**src/hdl/brf_pkg.sv**
```systemverilog
// Purpose: shared constants for the banked data register file
// Assumes: 8-bit core, 5-bit direct file address, 7-bit indirect pointer
// Notes: reset values are plain defaults; the core may overwrite them
package brf_pkg;
   // ------------------------------------------------------------------
   // widths and map
   // ------------------------------------------------------------------
   localparam int DATA_W = 8;
   localparam int ADDR_W = 5;
   localparam int SFR_COUNT = 7;
   localparam int GPR_BASE = 25;
   localparam int GPR_BANKED = 16;
   localparam int IDX_W = 6;
   localparam int SYNC_STAGES = 3;

   // ------------------------------------------------------------------
   // register offsets
   // ------------------------------------------------------------------
   localparam logic [4:0] OFF_INDIRECT_DATA_PORT = 5'h00;
   localparam logic [4:0] OFF_TIMER_COUNT = 5'h01;
   localparam logic [4:0] OFF_PROGRAM_COUNTER_LOW = 5'h02;
   localparam logic [4:0] OFF_STATUS_FLAGS = 5'h03;
   localparam logic [4:0] OFF_INDIRECT_POINTER = 5'h04;
   localparam logic [4:0] OFF_OSC_TRIM = 5'h05;
   localparam logic [4:0] OFF_IO_PORT_PINS = 5'h06;
   localparam logic [4:0] OFF_GPR_LOW = 5'h07;
   localparam logic [4:0] OFF_GPR_HIGH = 5'h10;
   localparam logic [5:0] IDX_BANK1 = 6'h19;

   // ------------------------------------------------------------------
   // fields
   // ------------------------------------------------------------------
   localparam int BANK_BIT = 5;
   localparam int ZERO_BIT = 2;
   localparam int DIGIT_CARRY_BIT = 1;
   localparam int CARRY_BIT = 0;
   // time-out and power-down bits are not writable by software
   localparam logic [7:0] STATUS_WR_MASK = 8'he7;
   localparam logic [7:0] FLAG_MASK = 8'h07;

   // ------------------------------------------------------------------
   // reset values
   // ------------------------------------------------------------------
   localparam logic [7:0] RST_TIMER = 8'h00;
   localparam logic [7:0] RST_PCL = 8'hff;
   localparam logic [7:0] RST_STATUS = 8'h18;
   localparam logic [7:0] RST_POINTER = 8'h00;
   localparam logic [7:0] RST_TRIM = 8'h00;
   localparam logic [7:0] RST_PORT = 8'h00;
   localparam logic [7:0] RST_DIR = 8'hff;
   localparam logic [7:0] RST_OPTION = 8'hff;
   localparam logic [7:0] ONE_BYTE = 8'h01;
endpackage

```
**src/hdl/brf_register_file.sv**
```systemverilog
// Purpose: byte-wide data memory of a small 8-bit core, with banking
// Assumes: one access per cycle from the execution unit, same clock
// Notes: reads return data on the edge after RD_EN; writes land at once
`timescale 1ns/1ps

// How it works
// - data memory is a byte register file: special and general registers
// - special group: timer, program counter low, status, pointer, trim, port
// - extra direction and prescaler option registers, written by strobe
// - small variant: seven special and twenty-five general registers
// - large variant adds sixteen general registers via bank select
// - general registers reachable directly or through the pointer
module brf_register_file import brf_pkg::*; #(
   parameter int BANKED = 1
) (
   // clock and reset
   input wire logic MCLK,
   input wire logic RESET_N,
   // file access from the execution unit
   input wire logic [ADDR_W-1:0] FILE_ADDR,
   input wire logic RD_EN,
   input wire logic WR_EN,
   input wire logic [DATA_W-1:0] WR_DATA,
   output logic [DATA_W-1:0] RD_DATA,
   // core side updates
   input wire logic TIMER_INC,
   input wire logic PC_LOAD,
   input wire logic [DATA_W-1:0] PC_IN,
   input wire logic FLAG_WE,
   input wire logic [2:0] FLAG_IN,
   input wire logic DIR_WE,
   input wire logic OPTION_WE,
   // register views
   output logic [DATA_W-1:0] TIMER_COUNT,
   output logic [DATA_W-1:0] PC_LOW,
   output logic [DATA_W-1:0] STATUS_FLAGS,
   output logic [DATA_W-1:0] INDIRECT_POINTER,
   output logic [DATA_W-1:0] OSC_TRIM,
   output logic [DATA_W-1:0] OPTION_BITS,
   // port pins
   input wire logic [DATA_W-1:0] IO_PIN_IN,
   output logic [DATA_W-1:0] IO_PIN_OUT,
   output logic [DATA_W-1:0] IO_PIN_OE_N
);
   // ------------------------------------------------------------------
   // parameter check
   // ------------------------------------------------------------------
   localparam int GPR_DEPTH = GPR_BASE + (BANKED != 0 ? GPR_BANKED : 0);
   if (BANKED != 0 && BANKED != 1) begin : g_bad_banked
      $error("BANKED must be 0 or 1");
   end

   // ------------------------------------------------------------------
   // address decode
   // ------------------------------------------------------------------
   logic [6:0] eff_addr;
   logic [4:0] low_addr;
   logic bank_sel;
   logic is_virtual;
   logic gpr_hit;
   logic [IDX_W-1:0] gpr_idx;
   logic [DATA_W-1:0] pointer_q;

   always_comb begin
      // address 0 reaches through the pointer
      eff_addr = (FILE_ADDR == OFF_INDIRECT_DATA_PORT) ? pointer_q[6:0]
                 : {pointer_q[6:5], FILE_ADDR};
      low_addr = eff_addr[4:0];
      // small variant ignores the bank bit, so both banks alias
      bank_sel = (BANKED != 0) && eff_addr[BANK_BIT];
      // pointer aimed at the port itself reads zero
      is_virtual = (low_addr == OFF_INDIRECT_DATA_PORT);
      gpr_hit = (low_addr >= OFF_GPR_LOW);
      if (bank_sel && low_addr >= OFF_GPR_HIGH) begin
         gpr_idx = IDX_BANK1 + IDX_W'(low_addr - OFF_GPR_HIGH);
      end else begin
         gpr_idx = IDX_W'(low_addr - OFF_GPR_LOW);
      end
   end

   // ------------------------------------------------------------------
   // pin synchroniser
   // ------------------------------------------------------------------
   logic [DATA_W-1:0] sync1_q, sync2_q, sync3_q, pin_q, pin_d;

   always_comb begin
      // a change counts only once the last two stages agree
      pin_d = pin_q;
      for (int b = 0; b < DATA_W; b++) begin
         if (sync2_q[b] == sync3_q[b]) begin
            pin_d[b] = sync3_q[b];
         end
      end
   end

   always_ff @(posedge MCLK) begin
      if (!RESET_N) begin
         sync1_q <= RST_PORT;
         sync2_q <= RST_PORT;
         sync3_q <= RST_PORT;
         pin_q <= RST_PORT;
      end else begin
         sync1_q <= IO_PIN_IN;
         sync2_q <= sync1_q;
         sync3_q <= sync2_q;
         pin_q <= pin_d;
      end
   end

   // ------------------------------------------------------------------
   // general purpose storage
   // ------------------------------------------------------------------
   logic [DATA_W-1:0] gpr_mem [GPR_DEPTH];
   logic gpr_wr;

   assign gpr_wr = WR_EN && gpr_hit && !is_virtual;

   // storage has no reset; contents are unknown until first written
   always_ff @(posedge MCLK) begin
      if (gpr_wr) begin
         gpr_mem[gpr_idx] <= WR_DATA;
      end
   end

   // ------------------------------------------------------------------
   // special function registers
   // ------------------------------------------------------------------
   logic [DATA_W-1:0] timer_q, timer_d, pcl_q, pcl_d, status_q, status_d;
   logic [DATA_W-1:0] pointer_d, trim_q, trim_d, port_q, port_d;
   logic [DATA_W-1:0] dir_q, dir_d, option_q, option_d, rd_q, rd_d;
   logic sfr_wr;

   assign sfr_wr = WR_EN && !gpr_hit && !is_virtual;

   always_comb begin
      timer_d = timer_q;
      pcl_d = pcl_q;
      status_d = status_q;
      pointer_d = pointer_q;
      trim_d = trim_q;
      port_d = port_q;
      dir_d = dir_q;
      option_d = option_q;
      rd_d = rd_q;
      // core side updates first; a file write overrides them
      if (TIMER_INC) begin
         timer_d = timer_q + ONE_BYTE;
      end
      if (PC_LOAD) begin
         pcl_d = PC_IN;
      end
      if (FLAG_WE) begin
         status_d = (status_q & ~FLAG_MASK) | {5'h00, FLAG_IN};
      end
      if (DIR_WE) begin
         dir_d = WR_DATA;
      end
      if (OPTION_WE) begin
         option_d = WR_DATA;
      end
      if (sfr_wr) begin
         case (low_addr)
            OFF_TIMER_COUNT: timer_d = WR_DATA;
            OFF_PROGRAM_COUNTER_LOW: pcl_d = WR_DATA;
            OFF_STATUS_FLAGS: begin
               status_d = (status_q & ~STATUS_WR_MASK)
                          | (WR_DATA & STATUS_WR_MASK);
            end
            OFF_INDIRECT_POINTER: pointer_d = WR_DATA;
            OFF_OSC_TRIM: trim_d = WR_DATA;
            OFF_IO_PORT_PINS: port_d = WR_DATA;
            default: ;
         endcase
      end
      if (RD_EN) begin
         if (is_virtual) begin
            rd_d = '0;
         end else if (gpr_hit) begin
            rd_d = gpr_mem[gpr_idx];
         end else begin
            case (low_addr)
               OFF_TIMER_COUNT: rd_d = timer_q;
               OFF_PROGRAM_COUNTER_LOW: rd_d = pcl_q;
               OFF_STATUS_FLAGS: rd_d = status_q;
               OFF_INDIRECT_POINTER: rd_d = pointer_q;
               OFF_OSC_TRIM: rd_d = trim_q;
               // port reads show the pins, not the latch
               OFF_IO_PORT_PINS: rd_d = pin_q;
               default: rd_d = '0;
            endcase
         end
      end
   end

   always_ff @(posedge MCLK) begin
      if (!RESET_N) begin
         timer_q <= RST_TIMER;
         pcl_q <= RST_PCL;
         status_q <= RST_STATUS;
         pointer_q <= RST_POINTER;
         trim_q <= RST_TRIM;
         port_q <= RST_PORT;
         dir_q <= RST_DIR;
         option_q <= RST_OPTION;
         rd_q <= '0;
      end else begin
         timer_q <= timer_d;
         pcl_q <= pcl_d;
         status_q <= status_d;
         pointer_q <= pointer_d;
         trim_q <= trim_d;
         port_q <= port_d;
         dir_q <= dir_d;
         option_q <= option_d;
         rd_q <= rd_d;
      end
   end

   assign RD_DATA = rd_q;
   assign TIMER_COUNT = timer_q;
   assign PC_LOW = pcl_q;
   assign STATUS_FLAGS = status_q;
   assign INDIRECT_POINTER = pointer_q;
   assign OSC_TRIM = trim_q;
   assign OPTION_BITS = option_q;
   assign IO_PIN_OUT = port_q;
   // direction bit 1 means input, so it doubles as the active-low enable
   assign IO_PIN_OE_N = dir_q;
endmodule // brf_register_file

```
**config.mk**
```make
export PLATFORM = sky130hd
export DESIGN_NAME = brf_register_file
export DESIGN_NICKNAME = d
export VERILOG_FILES = /design/src/hdl/brf_pkg.sv /design/src/hdl/brf_register_file.sv
export SDC_FILE = /design/constraint.sdc
export NUM_CORES = 1
export LEC_CHECK = 0
export BUFFER_PORTS_ARGS = -buffer_cell sky130_fd_sc_hd__buf_2
export CAP_MARGIN = 20
export CELL_PAD_IN_SITES_DETAIL_PLACEMENT = 0
export CELL_PAD_IN_SITES_GLOBAL_PLACEMENT = 1
export CORE_ASPECT_RATIO = 0.9
export CORE_MARGIN = 2
export CORE_UTILIZATION = 45
export DETAILED_ROUTE_END_ITERATION = 16
export GPL_TIMING_DRIVEN = 0
export PLACE_DENSITY_LB_ADDON = 0.1
export SLEW_MARGIN = 20
export SYNTH_ARGS = -nofsm -noshare
export SYNTH_HDL_FRONTEND = slang
export SYNTH_SLANG_ARGS = --single-unit
```
**constraint.sdc**
```tcl
create_clock -name MCLK -period 11.7 [get_ports MCLK]
set_input_delay 1.17 -clock MCLK [delete_from_list [all_inputs] [get_ports MCLK]]
set_output_delay 1.17 -clock MCLK [all_outputs]
set_load 0.01 [all_outputs]
```
==> run metrics, run 1 <==
post-route antenna net violation count 0; Fmax 167 MHz; Post-route DRC 0; total track usage 27.4%; DR pass1 iterations 5; flops & latches, synth 430; Worst IR Drop VDD 0.128 mV; total CTS buffers 44; Critical Path RT ~12 ns; Slew Limit Fails 0; Mapped Avg Cell Area roughly 13 sq um; Skew-Pair Late Insertion Delay 0.57 ns; final hold vios 0; Final WS setup about 5.7 ns; WL final between 50000 and 60000 um; Main synth FF type edfxtp_1; post-synthesis simple-gate area fraction 11.6%; MaxCap Viol Count 0; CP Max Fanout 11; commonest cells in the synthesized netlist 328 x edfxtp_1, 238 x nand2_1, 112 x mux2i_1; status complete, no violations; Worst-path clk slew approximately 0.060 ns; power per cell area 170 nW/um^2; # H-tree levels 2; Ys Warns 0; Compound-Gate Fraction of Synth Area roughly a tenth; core area 38500 sq um; # resized after CTS 0; Post CTS Setup Buffer Count 0; Leakage 7.23 nW; die area between 40000 and 50000 sq um; drt via density 5.93; largest family of logic cells by synthesized area simple AND/OR/NAND/NOR gates; detailed-route via count approximately 12000; cts hold-fix bufs 0; largest net degree at the start of global routing 49; library cells used by synthesis 74; hold path start sync1_q[3]; Setup TNS 0 ns; Worst Hold Class reg2reg; largest cells by area after synthesis edfxtp_1 56%, dfxtp_1 12%, mux2i_1 6.4%; number of cells on the worst reg-to-reg path 13; clock sink total 430; Worst Hold Path Cells 1; PnR Total Power around 3.5 mW; headroom to the max-slew limit 26.4%; Site Rows between 60 and 70; Post-Synth XOR/XNOR Area 0.348%; Area Overhead vs Synth 15.5%; PortBufs 105; Async SR Flop Fraction 0%; DP HPWL 37300 um; Setup violations, final 0; Crit Reg-Reg Endpoint gpr_mem[10][0]; Post-synth EDFFs roughly 330; routability cong. between 0.9 and 1; CTS tree done; most frequent cell after synthesis edfxtp_1; initial core utilization 45.8%; Ant. Diodes 0; Worst Hold Margin 0.432 ns; placed inst area 18800 sq um; gr ovfl total 0; drt first-iter violations 1275; Worst Path Arrival 6.17 ns; Synth Area in Adders 0.355%; Crit. End Element flop; post-route cell area 20300 sq um; RSZ-0062 raised after global routing false; reg2reg start INDIRECT_POINTER[0]; crit path kind in2reg; antenna violations before repair 0; post-synth top area share 55.9%; Mapped Area 17600 sq um; Gate Count Post-Synth 1335; register area share after synthesis 67.5%; startpoint types input port; DIE HEIGHT 192 um; cell taking the most area after synthesis edfxtp_1; I/O pin total 113; CTS root buf clkbuf_16; worst reg2reg setup slack between 6 and 7 ns; die width 213 um; mux contribution to synthesized area 7.50%; Clock Tree Buf Depth 3; drt wl/cell ~27 um; clock skew 0.0158 ns; Worst Tran Pin Value approximately 1.1 ns; layout cells sized above 1 between 10% and 20%; WHS Endpoint sync2_q[3]; first-pass GRT wire length around 79000 um; shortest period the worst path allows 6.00 ns; vias in the first global route 11400; Final Cycle Share 51.3%; Nets 1533; pre-CTS WS 5.32 ns
==> final cells by class <==
cell class,count,area [sq um]
fill,3396,18100
clock buffer,55,1230
multi-input combinational,815,5270
sequential,430,11900
inverter,6,23.8
timing repair buffer,105,531
buffer,85,429
tap,525,657
clock inverter,27,313
==> cells in the final DEF, fill, tap and decap left out, types with 4 or more instances in the layout <==
| cell | n |
|---|---|
| a2111oi_0 | 4 |
| a211oi_1 | 13 |
| a21o_1 | 6 |
| a21oi_1 | 31 |
| a21oi_2 | 4 |
| a221oi_1 | 4 |
| a22oi_1 | 6 |
| a311oi_1 | 4 |
| a31oi_1 | 13 |
| a32oi_1 | 64 |
| and2_1 | 25 |
| and3_1 | 26 |
| buf_2 | 137 |
| buf_4 | 14 |
| bufinv_16 | 7 |
| clkbuf_1 | 39 |
| clkbuf_16 | 47 |
| clkinv_1 | 9 |
| clkinv_2 | 8 |
| dfxtp_1 | 102 |
| edfxtp_1 | 328 |
| ha_1 | 5 |
| inv_1 | 5 |
| mux2i_1 | 112 |
| mux4_2 | 6 |
| nand2_1 | 238 |
| nand3_1 | 32 |
| nand4_1 | 15 |
| nor2_1 | 80 |
| nor2_2 | 4 |
| nor3_4 | 5 |
| nor4_1 | 6 |
| o21ai_0 | 32 |
| o21ai_1 | 12 |
| o31ai_1 | 4 |
| o32ai_1 | 4 |
| xnor2_1 | 5 |
==> cells by family (layout without fill, tap and decap cells) <==
group,after synthesis,count (layout)
adder cells (fa/ha/maj),5,5
AND/OR/NAND/NOR,446,446
AO/OA/AOI/OAI,233,233
buffers and inverters,91,278
flip-flops,430,430
other,1,2
XOR/XNOR,7,7
multiplexers,122,122
==> report_power, final <==
| group | internal (mW) | switching [mW] |
|---|---|---|
| clock network | 0.899 | 0.597 |
| logic | 0.0832 | 0.202 |
| registers | 1.66 | 0.0115 |
==> flip-flops by register name (all words and copies together), names as in the netlist <==
register	count
INDIRECT_POINTER	8
IO_PIN_OE_N	8
IO_PIN_OUT	8
OPTION_BITS	8
OSC_TRIM	8
PC_LOW	8
RD_DATA	8
STATUS_FLAGS	6
TIMER_COUNT	8
gpr_mem	328
pin_q	8
sync1_q	8
sync2_q	8
sync3_q	8
==> critical path: stages <==
cell and delay [ns]:
buf_2 0.16, nor2_1 0.20, a21o_1 0.16, buf_4 0.15, buf_6 0.15, buf_4 0.30
buf_2 0.38, ha_1 0.31, nor3b_1 0.41, a21oi_2 0.23, a21oi_4 0.40, clkbuf_1 0.79
nand2_1 0.44, nor2_1 0.91
==> worst max-delay path by stage <==
stage	slack, ns	startpoint	to
global route	5.59	FILE_ADDR[1]	gpr_mem[10][0]
finish	5.70	FILE_ADDR[1]	gpr_mem[10][0]
detailed placement	5.32	FILE_ADDR[1]	gpr_mem[10][0]
global placement	5.36	FILE_ADDR[1]	gpr_mem[10][0]
CTS	5.89	FILE_ADDR[1]	gpr_mem[10][0]
floorplan	7.03	FILE_ADDR[2]	gpr_mem[40][0]
==> stage by stage <==
| step | std cells | util (%) |
|---|---|---|
| floorplan | 1336 | - |
| global placement | 1966 | 48.9 |
| detailed placement | 1966 | 48.9 |
| CTS | 2048 | 52.9 |
| global route | 2048 | 52.9 |
| finish | 2048 | 52.9 |
==> metal layers <==
layer	share of wire (%)	vias to the layer above	track usage, %
met5	0	-	0.739
met4	3.0	0	8.50
met3	8.7	103	6.34
met2	43	538	39.9
met1	45	6133	40.6
li1	-	5370	-
(Power assumes the default switching activity.)
==> run 2: changes to the inputs <==
Settings changed: ABC_AREA from default to 1, CORE_UTILIZATION 45 to 43.
Clock period 11.7 ns to 4.81 ns, I/O delays scaled along.
==> run 2 against run 1 <==
Sequential cell count unchanged. Core utilization fell by 2.8 points. First-iteration DRC count up 15%. Register-to-register slack worse by 5.7 ns. Clock skew rose by 0.00053 ns. Critical path type is now reg2reg. Critical endpoint is now gpr_mem[29][7].
==> run metrics, run 2 <==
post-synth top area share 52.9% (-3.1 points); Leakage 9.27 nW (+28%); Filler Cells Inserted 4074 (+20%); Ys Warns 0 (unchanged); Main synth FF type edfxtp_1; most frequent cell after synthesis nand2_1; # H-tree levels 2 (unchanged); multi-input logic area 5440 sq um (+3.1%); status complete, no violations; drt wl/cell 21.3 um (-21%); final core utilization 50.1% (-2.8 points); drt first-iter violations 1462 (+15%); RSZ-0062 raised after global routing false; Crit. End Element flop; Ant. Diodes 0 (unchanged); cell mode on critical path nand2_1; DP HPWL 40400 um (+8.2%); CTS root buf clkbuf_16; commonest cells in the synthesized netlist 701 x nand2_1, 328 x edfxtp_1, 225 x inv_1; cell taking the most area after synthesis edfxtp_1; pre-CTS WS -0.0268 ns (-5.35 ns); die width 223 um (+5.1%); Critical Path RT 5.01 ns (-6.86 ns); Worst Tran Pin Value 1.11 ns (+0.0125 ns); total CTS buffers 46 (+4.5%); I/O pin total 113 (unchanged); Setup TNS 0 ns (unchanged); clock sink total 430 (unchanged); cts hold-fix bufs 0 (unchanged); shortest period the worst path allows between 4 and 5 ns; largest register by flop count gpr_mem; total track usage 26.6% (-0.78 points); headroom to the max-slew limit 25.8% (-0.56 points); MaxCap Viol Count 0 (unchanged); clock skew 0.0163 ns (+0.000533 ns); PortBufs 110 (+4.8%); worst reg2reg setup slack 0.31 ns (-5.70 ns); Post-route DRC 0 (unchanged); commonest non-fill, non-tap cell in the layout nand2_1; CP Max Fanout 11 (unchanged); Fmax 222 MHz; crit path kind reg2reg; slowest CP cell nor2_1; largest net degree at the start of global routing 50 (+2.0%); Final WS setup 0.309 ns (-5.39 ns); # resized after CTS 0 (unchanged); met1 Track Usage GR 40.1% (-0.56 points); layout cells sized above 1 11.7% (-5.5 points); Worst Hold Class in2reg; most frequent cells in the layout 701 x nand2_1, 328 x edfxtp_1, 225 x inv_1; core area 42900 sq um (+12%); Mapped Avg Cell Area 9.26 sq um (-30%); final hold vios 0 (unchanged); flops & latches, synth 430 (unchanged); initial core utilization 43.5% (-2.3 points); Post-synth EDFFs 328 (unchanged); post-route cell area 21500 sq um (+5.6%); Worst-path clk slew 0.06 ns (about the same); Clock Tree Buf Depth 3 (unchanged); Skew-Pair Late Insertion Delay 0.59 ns (+0.02 ns); met2 global-route usage 39.9% (about the same); first-pass GRT wire length 87200 um (+10%); PnR Total Power 8.62 mW (+150%); Worst Path Arrival 4.70 ns (-1.47 ns); Post CTS Setup Buffer Count 0 (unchanged); largest cells by area after synthesis edfxtp_1 53%, nand2_1 14%, dfxtp_1 11%; Site Rows 72 (+5.9%); WL final 58900 um (+6.3%); Final Cycle Share around 94%; Slew Limit Fails 0 (unchanged); register area share after synthesis 63.8% (-3.7 points); met3 Use GR 4.16% (-2.2 points); DR pass1 iterations 7 (+2); Crit path largest cell delay 0.89 ns (-0.02 ns); Area Overhead vs Synth 15.3%; detailed-route via count 14000 (+15%); placed inst area 19900 sq um (+5.9%); Setup violations, final 0 (unchanged); power per cell area 401 nW/um^2 (+140%); drt via density 5.07 (-14%); gr busiest metal met1; Mapped Area 18600 sq um (+5.8%); routability cong. 0.980 (+7.8%); startpoint types flop; vias in the first global route 13400 (+18%); die area 45000 sq um (+11%); Nets 2218 (+45%); antenna violations before repair 1 (+1); Async SR Flop Fraction 0% (unchanged); cells along the critical path nand4_1 > nand2_1 > buf_4 > buf_4 > buf_4 > ha_1 > nand2_2 > nand2_1 > nand3_1 > nand2_1 > inv_2 > nor2_2 > nand2_1 > nor2_1; Worst IR Drop VDD 0.301 mV (+140%); DIE HEIGHT 201 um (+5.1%); Register Area 11900 sq um (unchanged); Gate Count Post-Synth 2013 (+51%); library cells used by synthesis 32 (-57%); gr ovfl total 0 (unchanged); max reg flops 328 (unchanged); CTS tree done; post-route antenna net violation count 0 (unchanged)
-- run 2: changes by cell type in the layout (fill, tap and decap cells not counted), sizes merged, moves of 15 or more --
cell and change:
a21oi +27, a31oi -15, a32oi -64, and2 -25, and3 -26, inv +236, mux2i -112, nand2 +467
nand3 +95, nor2 +80, o21ai +98
-- run 2: path summary, 6_finish.rpt --
path | end | start | cells past startpoint
hold reg to reg | sync2_q[5] | sync1_q[5] | 2
hold / removal | sync1_q[4] | IO_PIN_IN[4] | 3
setup / recovery | gpr_mem[29][7] | INDIRECT_POINTER[0] | 14
setup reg to reg | gpr_mem[29][7] | INDIRECT_POINTER[0] | 14
-- run 2: worst max-delay path: cells and delay by family (launching register included) --
kind | cells | cell delay [ns]
simple gates | 9 | 2.53
fa+ha+maj | 1 | 0.27
flops | 1 | 0.39
buf+inv | 4 | 0.91
-- run 2: logic make-up after synthesis --
logic type               count (synthesis)  share of synthesized area, %
flip-flops                             430                          63.8
other                                    1                        0.0201
AO/OA/AOI/OAI                          222                          6.28
buffers and inverters                  330                          7.09
XOR/XNOR                                 7                         0.329
AND/OR/NAND/NOR                       1018                          22.1
adder cells (fa/ha/maj)                  5                         0.336
-- run 2: layout make-up --
cell class                      instances  share of cell area (%)
Buffer                                 89                    1.93
Clock buffer                           57                    5.60
Clock inverter                         28                    1.78
Inverter                              241                    4.22
Multi-Input combinational cell       1254                    25.3
Sequential cell                       430                    55.3
Tap cell                              555                    3.23
Timing Repair Buffer                  110                    2.60
-- run 2: stage by stage --
step / hold WS (ns) / instances
after global placement: 0.398 / 2679
after global routing: 0.0722 / 2764
final: 0.0772 / 2764
after floorplan: 0.390 / 2014
after CTS: 0.0412 / 2764
after detailed placement: 0.402 / 2679
-- run 2: per-layer routing --
layer | routed length (um) | share of wire, % | up-vias
met5 | 0 | 0 | -
met4 | 1330 | 2.3 | 0
met3 | 4340 | 7.4 | 74
met2 | 25600 | 44 | 470
met1 | 27600 | 47 | 6650
li1 | - | - | 6832
-- run 2: power by group --
group          internal [mW]  switching, mW
combinational          0.192          0.591
sequential              4.04         0.0241
clock                   2.26           1.50
total                   6.50           2.12
==> run 3: changes to the inputs <==
Settings changed: CORE_UTILIZATION 43 to 25.
==> run 3 against run 2 <==
Critical path depth unchanged. Core utilization down 20 points. Non-clock buffer count up 3. Design area up 2.7%. Hold slack worse by 0.0096 ns. Highest routed layer unchanged. Clock power about the same. Routed wire length up 18%. Critical endpoint is now gpr_mem[31][6]. Die area up 70%. Sequential power about the same. Maximum frequency down 2.8%. Sequential share of layout area down 1.4 points.
==> run metrics, run 3 (synthesis results as in run 2) <==
Worst Tran Pin Value 1.13 ns (+0.0152 ns); Site Rows 94 (+31%); Worst-path clk slew 0.06 ns (about the same); Final Cycle Share 96.3% (+2.7 points); die area 76700 sq um (+70%); total track usage 18.0% (-8.6 points); drt via density 4.44 (-13%); detailed-route via count 14100 (+0.59%); initial core utilization 25.4% (-18 points); first-pass GRT wire length 99700 um (+14%); startpoint types flop; RSZ-0062 raised after global routing false; Post CTS Setup Buffer Count 0 (unchanged); Non-Filler Instances 3178 (+15%); pre-CTS WS -0.163 ns (-0.136 ns); commonest non-fill, non-tap cell in the layout nand2_1; Fmax 216 MHz (-2.8%); I/O pin total 113 (unchanged); cells along the critical path nand4_1 > nand2_1 > buf_4 > buf_4 > buf_4 > ha_1 > nand2_2 > nand2_1 > nand3_1 > nand2_1 > inv_2 > nor2_2 > nand2_1 > nor2_1; Worst Hold Margin 0.0676 ns (-0.00958 ns); die width 292 um (+31%); Post-route DRC 0 (unchanged); worst reg2reg setup slack 0.18 ns (-0.13 ns); CTS root buf clkbuf_16; slowest CP cell nor2_1; PortBufs 110 (unchanged); Setup TNS 0 ns (unchanged); Worst IR Drop VDD 0.226 mV (-25%); DP HPWL 48700 um (+21%); power per cell area 392 nW/um^2 (-2.1%); cts hold-fix bufs 0 (unchanged); post-route antenna net violation count 0 (unchanged); status complete, no violations; shortest period the worst path allows 4.63 ns (+0.132 ns); DR pass1 iterations 5 (-2); cell mode on critical path nand2_1; Worst Hold Class in2reg; most frequent cells in the layout 701 x nand2_1, 328 x edfxtp_1, 225 x inv_1; Critical Path RT 5.01 ns (about the same); Crit path largest cell delay 0.96 ns (+0.07 ns); hold path start IO_PIN_IN[5]; # H-tree levels 2 (unchanged); headroom to the max-slew limit 24.6% (-1.3 points); layout cells sized above 1 11.8% (+0.093 points); Area Overhead vs Synth 18.4%; CTS tree done; Skew-Pair Late Insertion Delay 0.60 ns (about the same); Slew Limit Fails 0 (unchanged); routability cong. 0.873 (-11%); clock skew 0.0167 ns (+0.000339 ns); Worst Path Arrival 4.84 ns (+0.14 ns); CP startpoint INDIRECT_POINTER[0]; gr ovfl total 0 (unchanged); # resized after CTS 0 (unchanged); final hold vios 0 (unchanged); clock sink total 430 (unchanged); vias in the first global route 13900 (+3.7%); largest register by flop count gpr_mem; Clock Tree Buf Depth 3 (unchanged); total CTS buffers 51 (+11%); drt first-iter violations 988 (-32%); largest net degree at the start of global routing 50 (unchanged); Crit. End Element flop; drt wl/cell 21.8 um (+2.4%); Inst Count DP 3087 (+15%); WL final 69300 um (+18%); post-route cell area 22100 sq um (+2.7%); CP Max Fanout 11 (unchanged); MaxCap Viol Count 0 (unchanged); crit path kind reg2reg; placed inst area 20500 sq um (+2.9%); max reg flops 328 (unchanged); Leakage 9.30 nW (+0.33%); DIE HEIGHT 263 um (+31%); reg2reg start INDIRECT_POINTER[0]; Nets 2226 (+0.36%); core area 73400 sq um (+71%); Setup violations, final 0 (unchanged); antenna violations before repair 4 (+3); Final WS setup 0.178 ns (-0.132 ns)
==> run 3: stage by stage <==
| stage | util (%) | total power, mW |
|---|---|---|
| finish | 30.1 | 8.66 |
| global route | 30.1 | 8.99 |
| CTS | 30.1 | 8.78 |
| detailed placement | 27.9 | 4.98 |
| global placement | 27.8 | 4.98 |
| floorplan | - | 4.55 |
==> run 3: layout make-up <==
type,instances,area (sq um)
Antenna cell,1,2.50
Timing Repair Buffer,113,621
Fill cell,7806,51300
Sequential cell,430,11900
Tap cell,960,1200
Clock inverter,21,214
Clock buffer,69,1370
Buffer,89,414
Multi-Input combinational cell,1254,5430
Inverter,241,907
==> run 3: critical path, delay by kind of cell (launching register included) <==
family                     cells  cell delay (ns)
DFF                            1             0.44
and+or+nand+nor                9             2.64
buffers and inverters          4             0.88
adders and majority gates      1             0.25
==> run 3: path summary, 6_finish.rpt <==
kind,endpoint,depth (start not counted)
setup / recovery,gpr_mem[31][6],14
hold / removal,sync1_q[5],3
setup reg to reg,gpr_mem[31][6],14
hold reg to reg,sync2_q[4],2
==> run 3: where the power goes <==
group / switching (mW) / leakage, nW / total [mW] / internal, mW
Clock: 1.56 / 0.773 / 3.76 / 2.20
Sequential: 0.0229 / 3.79 / 4.07 / 4.04
Combinational: 0.629 / 4.74 / 0.827 / 0.198
==> run 3: routing by layer <==
layer,share of wire [%],GRT usage [%]
met5,0,0
met1,48,25.8
met2,46,28.9
met4,2.3,4.64
met3,3.9,1.99
